[src/ipv_pkg.sv]
`default_nettype none

package ipv_pkg;

  // ==========================================================
  // Register offsets
  localparam logic [7:0] OFS_PRIO_LOW_FIRST   = 8'hef;
  localparam logic [7:0] OFS_PRIO_HIGH_FIRST  = 8'hf7;
  localparam logic [7:0] OFS_PRIO_LOW_SECOND  = 8'hfe;
  localparam logic [7:0] OFS_PRIO_HIGH_SECOND = 8'hff;
  localparam logic [7:0] OFS_EXT_CTRL         = 8'h88;

  // ==========================================================
  // Masks and reset values
  localparam logic [7:0] MASK_FIRST    = 8'hbf;
  localparam logic [7:0] MASK_SECOND   = 8'h07;
  localparam logic [7:0] RST_PRIO      = 8'h00;
  localparam logic [1:0] RST_TYPE      = 2'h0;

  // ==========================================================
  // Ext control register field positions
  localparam int BIT_ZERO_TYPE = 0;
  localparam int BIT_ZERO_FLAG = 1;
  localparam int BIT_ONE_TYPE  = 2;
  localparam int BIT_ONE_FLAG  = 3;

  // ==========================================================
  // Sources in natural order, index 0 first
  localparam int NSRC = 12;
  localparam int SRC_EXT0 = 0;
  localparam int SRC_WDT  = 1;
  localparam int SRC_TWI  = 2;
  localparam int SRC_EXT1 = 3;
  localparam int SRC_PIN  = 4;
  localparam int SRC_T2A  = 5;
  localparam int SRC_T2B  = 6;
  localparam int SRC_T2C  = 7;
  localparam int SRC_T2D  = 8;
  localparam int SRC_SER1 = 9;
  localparam int SRC_T3   = 10;
  localparam int SRC_WKT  = 11;

  // Vector addresses by source
  localparam logic [15:0] VEC_TABLE [NSRC] = '{
    16'h0003, 16'h0053, 16'h0033, 16'h0013, 16'h003b, 16'h002b,
    16'h0063, 16'h006b, 16'h0073, 16'h007b, 16'h0083, 16'h008b};

  // ==========================================================
  // Timing
  localparam int CALL_CYCLES = 4;
  localparam int MAX_LATENCY = 16;

  // ==========================================================
  // Call sequencer states
  typedef enum logic [1:0]
  {
    IPV_IDLE = 2'b00,
    IPV_CALL = 2'b01
  } ipv_state_t;

endpackage : ipv_pkg

`default_nettype wire

[src/ipv_ctrl.sv]
// What this block does
// (RULE1) Poll and resolve all flags every cycle
// (RULE2) Block call if equal/higher level serviced
// (RULE3) Call only on instruction last cycle
// (RULE4) Block on priority/enable write or return; code blocks on instr_writes_ie and interrupt return, not on reg_wr
// (RULE5) Blocked requests are not remembered
// (RULE6) Push PC, then load vector address
// (RULE7) Interrupt return pops PC, ends service
// (RULE8) Plain return pops, keeps in-service set
// (RULE9) Vector call lasts four clock cycles
// (RULE10) Single-source latency at most sixteen cycles
// (RULE11) Type bit picks edge or level
// (RULE12) Edge mode: high then low sets flag
// (RULE13) Edge flag cleared on vector entry
// (RULE14) Level flag follows inverted pin
// (RULE15) Held low level re-requests after return
// (RULE16) Requester holds pin one cycle minimum
// (RULE17) Either external pin wakes power-down
// (RULE18) Level is high bit and low bit
// (RULE19) First low register bit layout
// (RULE20) First high register same layout
// (RULE21) Second low register bit layout
// (RULE22) Second high register bit layout
// (RULE23) Highest level wins, then natural order
// (RULE24) Level 3 highest, one marker per level
// (RULE25) Reserved bits read zero, ignore writes
//
// The implementer's own choice: the plain strobed port.
`timescale 1ns/100ps
`default_nettype none

module ipv_ctrl
  import ipv_pkg::*;
(
  // Clock and reset
  input  wire logic        clk,
  input  wire logic        nrst,
  // Register port
  input  wire logic [7:0]  reg_addr,
  input  wire logic [7:0]  reg_wdata,
  input  wire logic        reg_wr,
  input  wire logic        reg_rd,
  output logic      [7:0]  reg_rdata,
  // External interrupt pins
  input  wire logic        ext_irq_pin_zero,
  input  wire logic        ext_irq_pin_one,
  // Peripheral flags, bits 0 and 3 unused
  input  wire logic [11:0] src_flag,
  // Core handshake
  input  wire logic        instr_last_cycle,
  input  wire logic        instr_writes_ie,
  input  wire logic        instr_is_return_from_interrupt,
  input  wire logic        instr_is_ret,
  input  wire logic [15:0] core_pc,
  // Vector call outputs
  output logic             call_start,
  output logic             call_busy,
  output logic             stack_push,
  output logic      [15:0] push_pc,
  output logic             pc_load,
  output logic      [15:0] pc_vector,
  output logic             stack_pop,
  output logic      [3:0]  ack_src,
  output logic             ack_valid,
  output logic      [3:0]  in_service,
  output logic             wake_up
);

  // ==========================================================
  // State
  typedef struct packed
  {
    logic [7:0]  low_first;
    logic [7:0]  high_first;
    logic [7:0]  low_second;
    logic [7:0]  high_second;
    logic [1:0]  type_sel;
    logic [1:0]  edge_flag;
    logic [1:0]  pin_s1;
    logic [1:0]  pin_s2;
    logic [1:0]  pin_s3;
    logic [3:0]  isr;
    ipv_state_t  state;
    logic [1:0]  cnt;
    logic [3:0]  win;
    logic [15:0] vec;
    logic [15:0] pc_hold;
    logic [7:0]  rdata;
    logic        push;
    logic        load;
    logic        pop;
    logic        start;
    logic        ack;
  } ipv_regs_t;

  ipv_regs_t cur_ff;
  ipv_regs_t nxt_ff;

  // ==========================================================
  // Functions
  function automatic logic [1:0] src_level(input ipv_regs_t r,
                                           input int s);
    logic [1:0] lv;
    lv = 2'h0;
    case (s)
      SRC_T2D:  lv = {r.high_first[7], r.low_first[7]};
      SRC_T2C:  lv = {r.high_first[5], r.low_first[5]};
      SRC_WDT:  lv = {r.high_first[4], r.low_first[4]};
      SRC_T2B:  lv = {r.high_first[3], r.low_first[3]};
      SRC_T2A:  lv = {r.high_first[2], r.low_first[2]};
      SRC_PIN:  lv = {r.high_first[1], r.low_first[1]};
      SRC_TWI:  lv = {r.high_first[0], r.low_first[0]};
      SRC_WKT:  lv = {r.high_second[2], r.low_second[2]};
      SRC_T3:   lv = {r.high_second[1], r.low_second[1]};
      SRC_SER1: lv = {r.high_second[0], r.low_second[0]};
      default:  lv = 2'h0;
    endcase
    return lv; // see RULE18 see RULE19 see RULE20 see RULE21 see RULE22
  endfunction : src_level

  function automatic logic level_blocked(input logic [3:0] isr,
                                         input logic [1:0] lv);
    logic b;
    b = 1'b0;
    for (int i = 0; i < 4; i++)
    begin
      if (isr[i] && (i >= int'(lv)))
      begin
        b = 1'b1;
      end
    end
    return b; // see RULE2
  endfunction : level_blocked

  // ==========================================================
  // Combinational signals
  logic [1:0]  ext_flag;
  logic [11:0] req;
  logic        found;
  logic [3:0]  best_src;
  logic [1:0]  best_lv;
  logic [1:0]  lv_tmp;
  logic        take;
  logic [1:0]  fall;

  always_comb
  begin
    nxt_ff   = cur_ff;
    found    = 1'b0;
    best_src = 4'h0;
    best_lv  = 2'h0;
    lv_tmp   = 2'h0;
    fall     = cur_ff.pin_s3 & ~cur_ff.pin_s2; // see RULE12

    // Level mode flag is the inverted synchronised pin
    for (int e = 0; e < 2; e++)
    begin
      if (cur_ff.type_sel[e])
      begin
        ext_flag[e] = cur_ff.edge_flag[e]; // see RULE11
      end
      else
      begin
        ext_flag[e] = ~cur_ff.pin_s2[e]; // see RULE14 see RULE15
      end
    end

    req           = src_flag;
    req[SRC_EXT0] = ext_flag[0];
    req[SRC_EXT1] = ext_flag[1];

    // Resolve afresh every cycle, no memory of losers
    for (int s = 0; s < NSRC; s++)
    begin
      lv_tmp = src_level(cur_ff, s);
      if (req[s] && (!found || (lv_tmp > best_lv)))
      begin
        found    = 1'b1; // see RULE1 see RULE5 see RULE23 see RULE24
        best_src = 4'(s);
        best_lv  = lv_tmp;
      end
    end

    take = found && (cur_ff.state == IPV_IDLE) && instr_last_cycle
           && !instr_writes_ie && !instr_is_return_from_interrupt
           && !level_blocked(cur_ff.isr, best_lv); // see RULE3 see RULE4

    // Pin synchronisers
    nxt_ff.pin_s1 = {ext_irq_pin_one, ext_irq_pin_zero};
    nxt_ff.pin_s2 = cur_ff.pin_s1;
    nxt_ff.pin_s3 = cur_ff.pin_s2;

    nxt_ff.push  = 1'b0;
    nxt_ff.load  = 1'b0;
    nxt_ff.pop   = 1'b0;
    nxt_ff.start = 1'b0;
    nxt_ff.ack   = 1'b0;

    // Register writes
    if (reg_wr)
    begin
      if (reg_addr == OFS_PRIO_LOW_FIRST)
      begin
        nxt_ff.low_first = reg_wdata & MASK_FIRST; // see RULE25
      end
      else if (reg_addr == OFS_PRIO_HIGH_FIRST)
      begin
        nxt_ff.high_first = reg_wdata & MASK_FIRST;
      end
      else if (reg_addr == OFS_PRIO_LOW_SECOND)
      begin
        nxt_ff.low_second = reg_wdata & MASK_SECOND;
      end
      else if (reg_addr == OFS_PRIO_HIGH_SECOND)
      begin
        nxt_ff.high_second = reg_wdata & MASK_SECOND;
      end
      else if (reg_addr == OFS_EXT_CTRL)
      begin
        nxt_ff.type_sel  = {reg_wdata[BIT_ONE_TYPE],
                            reg_wdata[BIT_ZERO_TYPE]};
        nxt_ff.edge_flag = {reg_wdata[BIT_ONE_FLAG],
                            reg_wdata[BIT_ZERO_FLAG]};
      end
    end

    // Vector call sequencer
    case (cur_ff.state)
      IPV_IDLE:
      begin
        if (take)
        begin
          nxt_ff.state   = IPV_CALL;
          nxt_ff.cnt     = 2'(CALL_CYCLES - 1);
          nxt_ff.win     = best_src;
          nxt_ff.vec     = VEC_TABLE[best_src];
          nxt_ff.pc_hold = core_pc;
          nxt_ff.push    = 1'b1; // see RULE6
          nxt_ff.start   = 1'b1;
          nxt_ff.ack     = 1'b1;
          nxt_ff.isr[best_lv] = 1'b1;
          if ((best_src == 4'(SRC_EXT0)) && cur_ff.type_sel[0])
          begin
            nxt_ff.edge_flag[0] = 1'b0; // see RULE13
          end
          if ((best_src == 4'(SRC_EXT1)) && cur_ff.type_sel[1])
          begin
            nxt_ff.edge_flag[1] = 1'b0;
          end
        end
        else if (instr_is_return_from_interrupt && instr_last_cycle)
        begin
          nxt_ff.pop = 1'b1; // see RULE7
          for (int i = 3; i >= 0; i--)
          begin
            if (cur_ff.isr[i] && (nxt_ff.isr == cur_ff.isr))
            begin
              nxt_ff.isr[i] = 1'b0;
            end
          end
        end
        else if (instr_is_ret && instr_last_cycle)
        begin
          nxt_ff.pop = 1'b1; // see RULE8
        end
      end
      IPV_CALL:
      begin
        if (cur_ff.cnt == 2'h2)
        begin
          nxt_ff.load = 1'b1; // see RULE9 see RULE10
        end
        if (cur_ff.cnt == 2'h0)
        begin
          nxt_ff.state = IPV_IDLE;
        end
        nxt_ff.cnt = cur_ff.cnt - 2'h1;
      end
      default:
      begin
        nxt_ff.state = IPV_IDLE;
      end
    endcase

    // Edge detection, set wins over software or entry clear
    for (int e = 0; e < 2; e++)
    begin
      if (cur_ff.type_sel[e] && fall[e])
      begin
        nxt_ff.edge_flag[e] = 1'b1; // see RULE12
      end
    end

    // Register reads
    nxt_ff.rdata = 8'h00;
    if (reg_rd)
    begin
      if (reg_addr == OFS_PRIO_LOW_FIRST)
      begin
        nxt_ff.rdata = cur_ff.low_first;
      end
      else if (reg_addr == OFS_PRIO_HIGH_FIRST)
      begin
        nxt_ff.rdata = cur_ff.high_first;
      end
      else if (reg_addr == OFS_PRIO_LOW_SECOND)
      begin
        nxt_ff.rdata = cur_ff.low_second;
      end
      else if (reg_addr == OFS_PRIO_HIGH_SECOND)
      begin
        nxt_ff.rdata = cur_ff.high_second;
      end
      else if (reg_addr == OFS_EXT_CTRL)
      begin
        nxt_ff.rdata = {4'h0, ext_flag[1], cur_ff.type_sel[1],
                        ext_flag[0], cur_ff.type_sel[0]};
      end
    end
  end

  // ==========================================================
  // Registers
  always_ff @(posedge clk or negedge nrst)
  begin
    if (!nrst)
    begin
      cur_ff <= '{low_first: RST_PRIO, high_first: RST_PRIO,
                  low_second: RST_PRIO, high_second: RST_PRIO,
                  type_sel: RST_TYPE, edge_flag: 2'h0,
                  pin_s1: 2'h3, pin_s2: 2'h3, pin_s3: 2'h3,
                  isr: 4'h0, state: IPV_IDLE, cnt: 2'h0,
                  win: 4'h0, vec: 16'h0000, pc_hold: 16'h0000,
                  rdata: 8'h00, push: 1'b0, load: 1'b0,
                  pop: 1'b0, start: 1'b0, ack: 1'b0};
    end
    else
    begin
      cur_ff <= nxt_ff;
    end
  end

  // ==========================================================
  // Outputs
  assign reg_rdata  = cur_ff.rdata;
  assign call_start = cur_ff.start;
  assign call_busy  = (cur_ff.state == IPV_CALL);
  assign stack_push = cur_ff.push;
  assign push_pc    = cur_ff.pc_hold;
  assign pc_load    = cur_ff.load;
  assign pc_vector  = cur_ff.vec;
  assign stack_pop  = cur_ff.pop;
  assign ack_src    = cur_ff.win;
  assign ack_valid  = cur_ff.ack;
  assign in_service = cur_ff.isr;
  assign wake_up    = ~cur_ff.pin_s2[0] | ~cur_ff.pin_s2[1]
                      | (cur_ff.edge_flag != 2'h0); // see RULE17
endmodule : ipv_ctrl

`default_nettype wire

[config.mk]
export PLATFORM = sky130hd
export DESIGN_NAME = ipv_ctrl
export DESIGN_NICKNAME = d
export VERILOG_FILES = /design/src/ipv_pkg.sv /design/src/ipv_ctrl.sv
export SDC_FILE = /design/constraint.sdc
export NUM_CORES = 1
export LEC_CHECK = 0
export BUFFER_PORTS_ARGS = -buffer_cell sky130_fd_sc_hd__buf_2
export CAP_MARGIN = 10
export CORE_UTILIZATION = 35
export DETAILED_ROUTE_END_ITERATION = 10
export GPL_ROUTABILITY_DRIVEN = 0
export HOLD_SLACK_MARGIN = 0.06
export PLACE_DENSITY_LB_ADDON = 0.15
export SLEW_MARGIN = 20
export SYNTH_ARGS = -nofsm -noshare
export SYNTH_HDL_FRONTEND = slang
export SYNTH_SLANG_ARGS = --single-unit
[constraint.sdc]
create_clock -name clk -period 31.5 [get_ports clk]
set_input_delay 3.15 -clock clk [delete_from_list [all_inputs] [get_ports clk]]
set_output_delay 3.15 -clock clk [all_outputs]
set_load 0.01 [all_outputs]
**Yosys cells after proc, flatten, opt, wreduce, memory -nomap -nowiden**

Memory sizes are Yosys's and may differ from the RTL's.
Index checks and enable logic that the tools add are counted.

- Latch bits: 0
- Input port bits: 54
- Memories: 1
- Register bits: 87
- ROM bits: 256
- Bits in writable memories: 0
- Word-level logic and storage cells: 226

Memory list:

| memory | words | width | read ports | clocked after memory_dff | write ports | RTL line | RTL |
|---|---|---|---|---|---|---|---|
| (no name shown) | 16 | 16 | 1 | 0 | 0 | ipv_ctrl.sv:236 | `nxt_ff.vec = VEC_TABLE[best_src];` |

- Div/mod/pow operators: 0
- Add/sub/neg operators: 1
- Bitwise logic cells: 12
- Shift operators: 0
- Reduce and logical (&&, ||, !) cells: 71
- Equality and inequality tests: 13
- Order comparisons: 17
- Mux-type cells: 89
- Multipliers: 0

Operators with widths:

| kind | count |
|---|---|
| 2-to-1 mux 4 bit | 13 |
| 2-to-1 mux 2 bit | 23 |
| 2-to-1 mux 1 bit | 43 |
| == test 8 bit, second input constant | 5 |
| 2-to-1 mux 40 bit | 1 |
| 2-to-1 mux 16 bit | 2 |
| logical AND 1 bit | 29 |
| 2-to-1 mux 8 bit | 3 |
| > comparator 2 bit | 9 |
| logical NOT 1 bit | 14 |
| logical OR 1 bit | 11 |
| AND reduction 2 bit | 5 |
| case mux 2 bit (2 select lines) | 2 |
| nonzero test 2 bit | 4 |
| inverter 1 bit | 6 |
| AND reduction 3 bit | 2 |
| AND reduction 6 bit | 1 |
| >= comparator 5 bit, second input constant | 1 |
| inverter 4 -> 5 bit | 1 |
| AND reduction 5 bit | 1 |
| == test 4 x 2 -> 1 bit, second input constant | 1 |
| >= comparator 1 x 2 -> 1 bit, first input constant | 2 |
| logical NOT 2 bit | 2 |
| logical NOT 4 bit | 1 |
| other kinds (20) | 21 |

**Longest topological paths before layout**

- Word-level depth: 74
- Mapped depth: 64
- Gate-level depth less buffers: 61

**Worst setup path before layout**

Ideal clock, no wire load.

- Path kind: input port to flip-flop
- From: input src_flag[1]
- To: register cur_ff (netlist bit ack_src[2])
- Data arrival time: 14,682 ps
- Stages on the path: 59
- Path buffers: 3
- Slack: 16,693 ps
- Cell sequence: clkbuf_1 -> and2_1 -> inv_1 -> ha_1 -> nor2b_1 -> o2111a_1 -> a211oi_1 -> ha_1 -> nor2b_1 -> o211ai_1 -> o32ai_1 -> a21o_1 -> ha_1 -> nor2b_1 -> o211ai_1 -> o21ai_1 -> a211oi_1 -> a21oi_1 -> (+23 left out) -> or2_2 -> nand2_1 -> ha_1 -> nor2b_1 -> o211ai_1 -> o31a_1 -> mux2_2 -> ha_1 -> nand2_1 -> o211ai_1 -> o211a_1 -> o2111ai_1 -> o21ai_2 -> a21oi_1 -> or2_1 -> buf_6 -> buf_6 -> mux2_4

- Longest elaborated chain between the ends: 51
- Elaborated cells on any way between the ends: 88
- Classes of those cells: order compare: 13; mux: 34; reduce/logical: 41

RTL lines:

| element | RTL line | RTL |
|---|---|---|
| from (decl) | ipv_ctrl.sv:48 | `input wire logic [11:0] src_flag,` |
| logical AND 1 bit * | ipv_ctrl.sv:176 | `if (req[s] && (!found \|\| (lv_tmp > best_lv)))` |
| 2-to-1 mux 2 bit or 2-to-1 mux 1 bit (tied branches) | ipv_ctrl.sv:176 |  |
| > comparator 2 bit or logical NOT 1 bit (tied branches) | ipv_ctrl.sv:176 |  |
| logical OR 1 bit | ipv_ctrl.sv:176 |  |
| logical AND 1 bit | ipv_ctrl.sv:176 |  |
| 2-to-1 mux 2 bit or 2-to-1 mux 1 bit (tied branches) | ipv_ctrl.sv:176 |  |
| > comparator 1 x 2 -> 1 bit or logical NOT 1 bit (tied branches) | ipv_ctrl.sv:176 |  |
| logical OR 1 bit | ipv_ctrl.sv:176 |  |
| (+32 left out) | - |  |
| logical AND 1 bit | ipv_ctrl.sv:176 |  |
| 2-to-1 mux 2 bit | ipv_ctrl.sv:176 |  |
| >= comparator 1 x 2 -> 1 bit | ipv_ctrl.sv:127 | `if (isr[i] && (i >= int'(lv)))` |
| logical AND 1 bit | ipv_ctrl.sv:127 |  |
| 2-to-1 mux 1 bit (4 in a row) | ipv_ctrl.sv:127 |  |
| logical NOT 1 bit | ipv_ctrl.sv:186 | `&& !level_blocked(cur_ff.isr, best_lv);` |
| logical AND 1 bit | ipv_ctrl.sv:186 |  |
| AND reduction 2 bit (no source line) | - |  |
| to (signal assigned) | ipv_ctrl.sv:328 | `cur_ff <= '{low_first: RST_PRIO, high_first: RST_PRIO,` |
| to (signal assigned) | ipv_ctrl.sv:339 | `cur_ff <= nxt_ff;` |
| to (decl) | ipv_ctrl.sv:96 | `ipv_regs_t cur_ff;` |

Every way passes the cells marked *; elsewhere a longest branch is shown, timed or not.
A chain may end at the register's enable or synchronous reset.

**Worst setup path in the final report**

- From: input src_flag[1]
- To: register cur_ff (netlist bit push_pc[15])

- Longest elaborated chain between the ends: 51
- Elaborated cells on any way between the ends: 80
- Classes of those cells: order compare: 13; mux: 26; reduce/logical: 41

RTL lines:

| element | RTL line |
|---|---|
| logical AND 1 bit * | ipv_ctrl.sv:176 |
| 2-to-1 mux 2 bit or 2-to-1 mux 1 bit (tied branches) | ipv_ctrl.sv:176 |
| > comparator 2 bit or logical NOT 1 bit (tied branches) | ipv_ctrl.sv:176 |
| logical OR 1 bit | ipv_ctrl.sv:176 |
| logical AND 1 bit | ipv_ctrl.sv:176 |
| 2-to-1 mux 2 bit or 2-to-1 mux 1 bit (tied branches) | ipv_ctrl.sv:176 |
| > comparator 1 x 2 -> 1 bit or logical NOT 1 bit (tied branches) | ipv_ctrl.sv:176 |
| logical OR 1 bit | ipv_ctrl.sv:176 |
| (+32 left out) | - |
| logical AND 1 bit | ipv_ctrl.sv:176 |
| 2-to-1 mux 2 bit | ipv_ctrl.sv:176 |
| >= comparator 1 x 2 -> 1 bit | ipv_ctrl.sv:127 |
| logical AND 1 bit | ipv_ctrl.sv:127 |
| 2-to-1 mux 1 bit (4 in a row) | ipv_ctrl.sv:127 |
| logical NOT 1 bit | ipv_ctrl.sv:186 |
| logical AND 1 bit * | ipv_ctrl.sv:186 |
| AND reduction 2 bit (no source line) * | - |

Marks and branches as above.

==> reports/metrics.csv <==
metric,value,unit
outcome,"complete, no violations",
ranking of synthesized cells by area,"dfrtp_1 35%, buf_4 8.1%, mux2_4 6.3%",
CP Buf/Inv Count,2,
layout cells sized above 1,32.96,%
gr usage total,16.46,%
final setup TNS,0,ns
pre-CTS worst setup slack,14.66,ns
Netlist cell types,68,
Synth top area share,35.36,%
Synth Area per Inst,10.09,µm²
clk slew on worst S/H paths,0.05,ns
critical path's slowest cell,or2_2,
TritonCTS clock tree,yes,
"delay-heaviest family, CP",compound AO/OA/AOI/OAI gates,
number of flops mapped to enable cells by yosys,0,
Commonest cells post-synth,"67 x dfrtp_1, 51 x buf_4, 43 x nand2_1",
area of the multi-input gates,2387,µm²
"slowest stage delay, CP",0.66,ns
Crit. End Element,register,
CP startpoint kind,primary input,
post-route ant nets,0,
Rel. slew slack,33.85,%
unrepaired setup endpoints after global routing,false,
sequential share of the synthesized area,38.68,%
Initial DRT Pass Iterations,4,
clk_lat worst skew,0.34,ns
Worst Path Arrival,16.70,ns
H-tree depth,3,
die width,118.4,µm
Synth Cell Area,4742,µm²
Total Routed Length,10950,µm
top-count cell post-synth,dfrtp_1,
via/cell ratio,5.081,
post-synth top area cell,dfrtp_1,
maximum clock path buffer count,2,
Setup-failing EPs final,0,
postcts setup bufs,0,
Clock Skews,0.005783,ns
final hold violations,0,
Layout Nets,600,
hold_buf cts,0,
Storage cell area,1834,µm²
Max Freq,60.67,MHz
worst vdd ir,0.03431,mV
crit-path max FO,33,
"Top cell by count, worst path",ha_1,
final max-slew violation count,0,
Inserted Clock Buffers,9,
total die area,14020,µm²
total power,0.4427,mW
r2r setup slk,17.62,ns
worst hold path class,reg -> reg,
first-pass GRT wire length,17930,µm
post-route DRC violation count,0,
crit path kind,in -> reg,
I/O Buffers,95,
IO Pins,109,
Critical Path RT,31.72,ns
half-perimeter wire length after placement,8205,µm
area grow syn2layout,11.95,%
total gr overflow,0,
Syn Inst Count,470,
Synth warnings,0,
area of the core,13240,µm²
minimum clock period,16.48,ns
Max Cap Viol,0,
setup slack after layout,15.02,ns
FP Rows,42,
Finished Core Util,40.09,%
Avg WL per Cell,15.49,µm
largest net degree at the start of global routing,74,
"Top FF cell, synth",dfrtp_1,
Least-Margin Pin Slew,0.9922,ns
P_leak,2.523,nW
asr flop ratio synth,100.0,%
# fillers,1366,
initial core utilization,35.81,%
Yosys reg bits,73,
Hold WS,0.3578,ns
clk sinks,73,
total number of vias,3592,
Detailed Route Iter0 Violations,170,
fin crit share,52.33,%
initial antenna violation count,0,
pwr dens,83.39,nW/µm²
diode count,0,
post-cts repair resize count,0,
Die Ht,118.4,µm
CTS root buffer,clkbuf_16,
vias in the first global route,3472,
-- report_power, final --
group	internal, mW	switching [mW]
registers	0.118	0.0152
logic	0.0984	0.118
clock network	0.0530	0.0394
-- metrics by stage --
step / cells / area, µm²
after floorplan: 479 / 4776
final: 707 / 5309
after CTS: 707 / 5309
after global routing: 707 / 5309
after global placement: 691 / 5044
after detailed placement: 691 / 5044
-- flip-flops by register name, summed over array words and instances, names as in the netlist --
name / flops
ack_src: 4
ack_valid: 1
cur_ff: 33
in_service: 4
pc_load: 1
pc_vector: 6
push_pc: 16
reg_rdata: 7
stack_pop: 1
-- cells in the final DEF, fill, tap and decap left out, types with 9 or more instances in the layout --
cell type | synthesis | routed
nand2_1 | 43 | 43
conb_1 | 1 | 10
mux2_2 | 19 | 19
mux2_4 | 20 | 20
o211ai_1 | 10 | 10
inv_1 | 29 | 29
o21ai_0 | 17 | 17
nor2b_1 | 10 | 10
buf_2 | 2 | 94
nor2_1 | 22 | 22
clkbuf_16 | 0 | 9
a21oi_1 | 21 | 21
ha_1 | 20 | 20
dfrtp_1 | 67 | 67
-- worst register-to-register path, delay by kind of cell (launching register included) --
kind                     cells  cell delay [ns]
adder cells (fa/ha/maj)      9             2.53
flip-flops                   1             0.40
multiplexers                 2             0.81
buffers and inverters        1             0.05
AO/OA/AOI/OAI               29             7.14
AND/OR/NAND/NOR             15             2.81
-- path summary, 6_finish.rpt --
path	from	end	cells past startpoint
max	src_flag[1]	push_pc[15]$_DFFE_PN0P_	57
min	cur_ff[61]$_DFF_PN1_	cur_ff[59]$_DFF_PN1_	0
max reg2reg	cur_ff[87]$_DFFE_PN0P_	push_pc[15]$_DFFE_PN0P_	56
min reg2reg	cur_ff[61]$_DFF_PN1_	cur_ff[59]$_DFF_PN1_	0
max in group asynchronous	nrst	cur_ff[96]$_DFFE_PN0P_	1
min in group asynchronous	nrst	pc_load$_DFF_PN0_	1
-- cells by family after synthesis --
family | after synthesis | share of synthesized area [%]
and+or+nand+nor | 129 | 14.01
AOI/OAI and AO/OA | 110 | 17.68
buffers and inverters | 90 | 11.69
DFF | 73 | 38.68
muxes | 46 | 12.40
adders and majority gates | 20 | 5.277
other | 1 | 0.07908
xor gates and xnor gates | 1 | 0.1847
-- routing by layer --
metal  track usage, %  part of all wire [%]  up-vias
li1                 -                     -     1735
met1            21.66                    47     1742
met2            26.51                    46      105
met3            4.440                   6.1       10
met4            4.668                   1.1        0
met5                0                     0        -
-- area by class of cell --
cell class                      count  area share (%)
Tap cell                          176           4.148
Clock inverter                      5          0.6128
Multi-Input combinational cell    316           44.97
Inverter                           29           2.050
Clock buffer                       11           4.384
Sequential cell                    73           34.55
Timing Repair Buffer               97           9.286
Power figures use the tool's default switching activity.
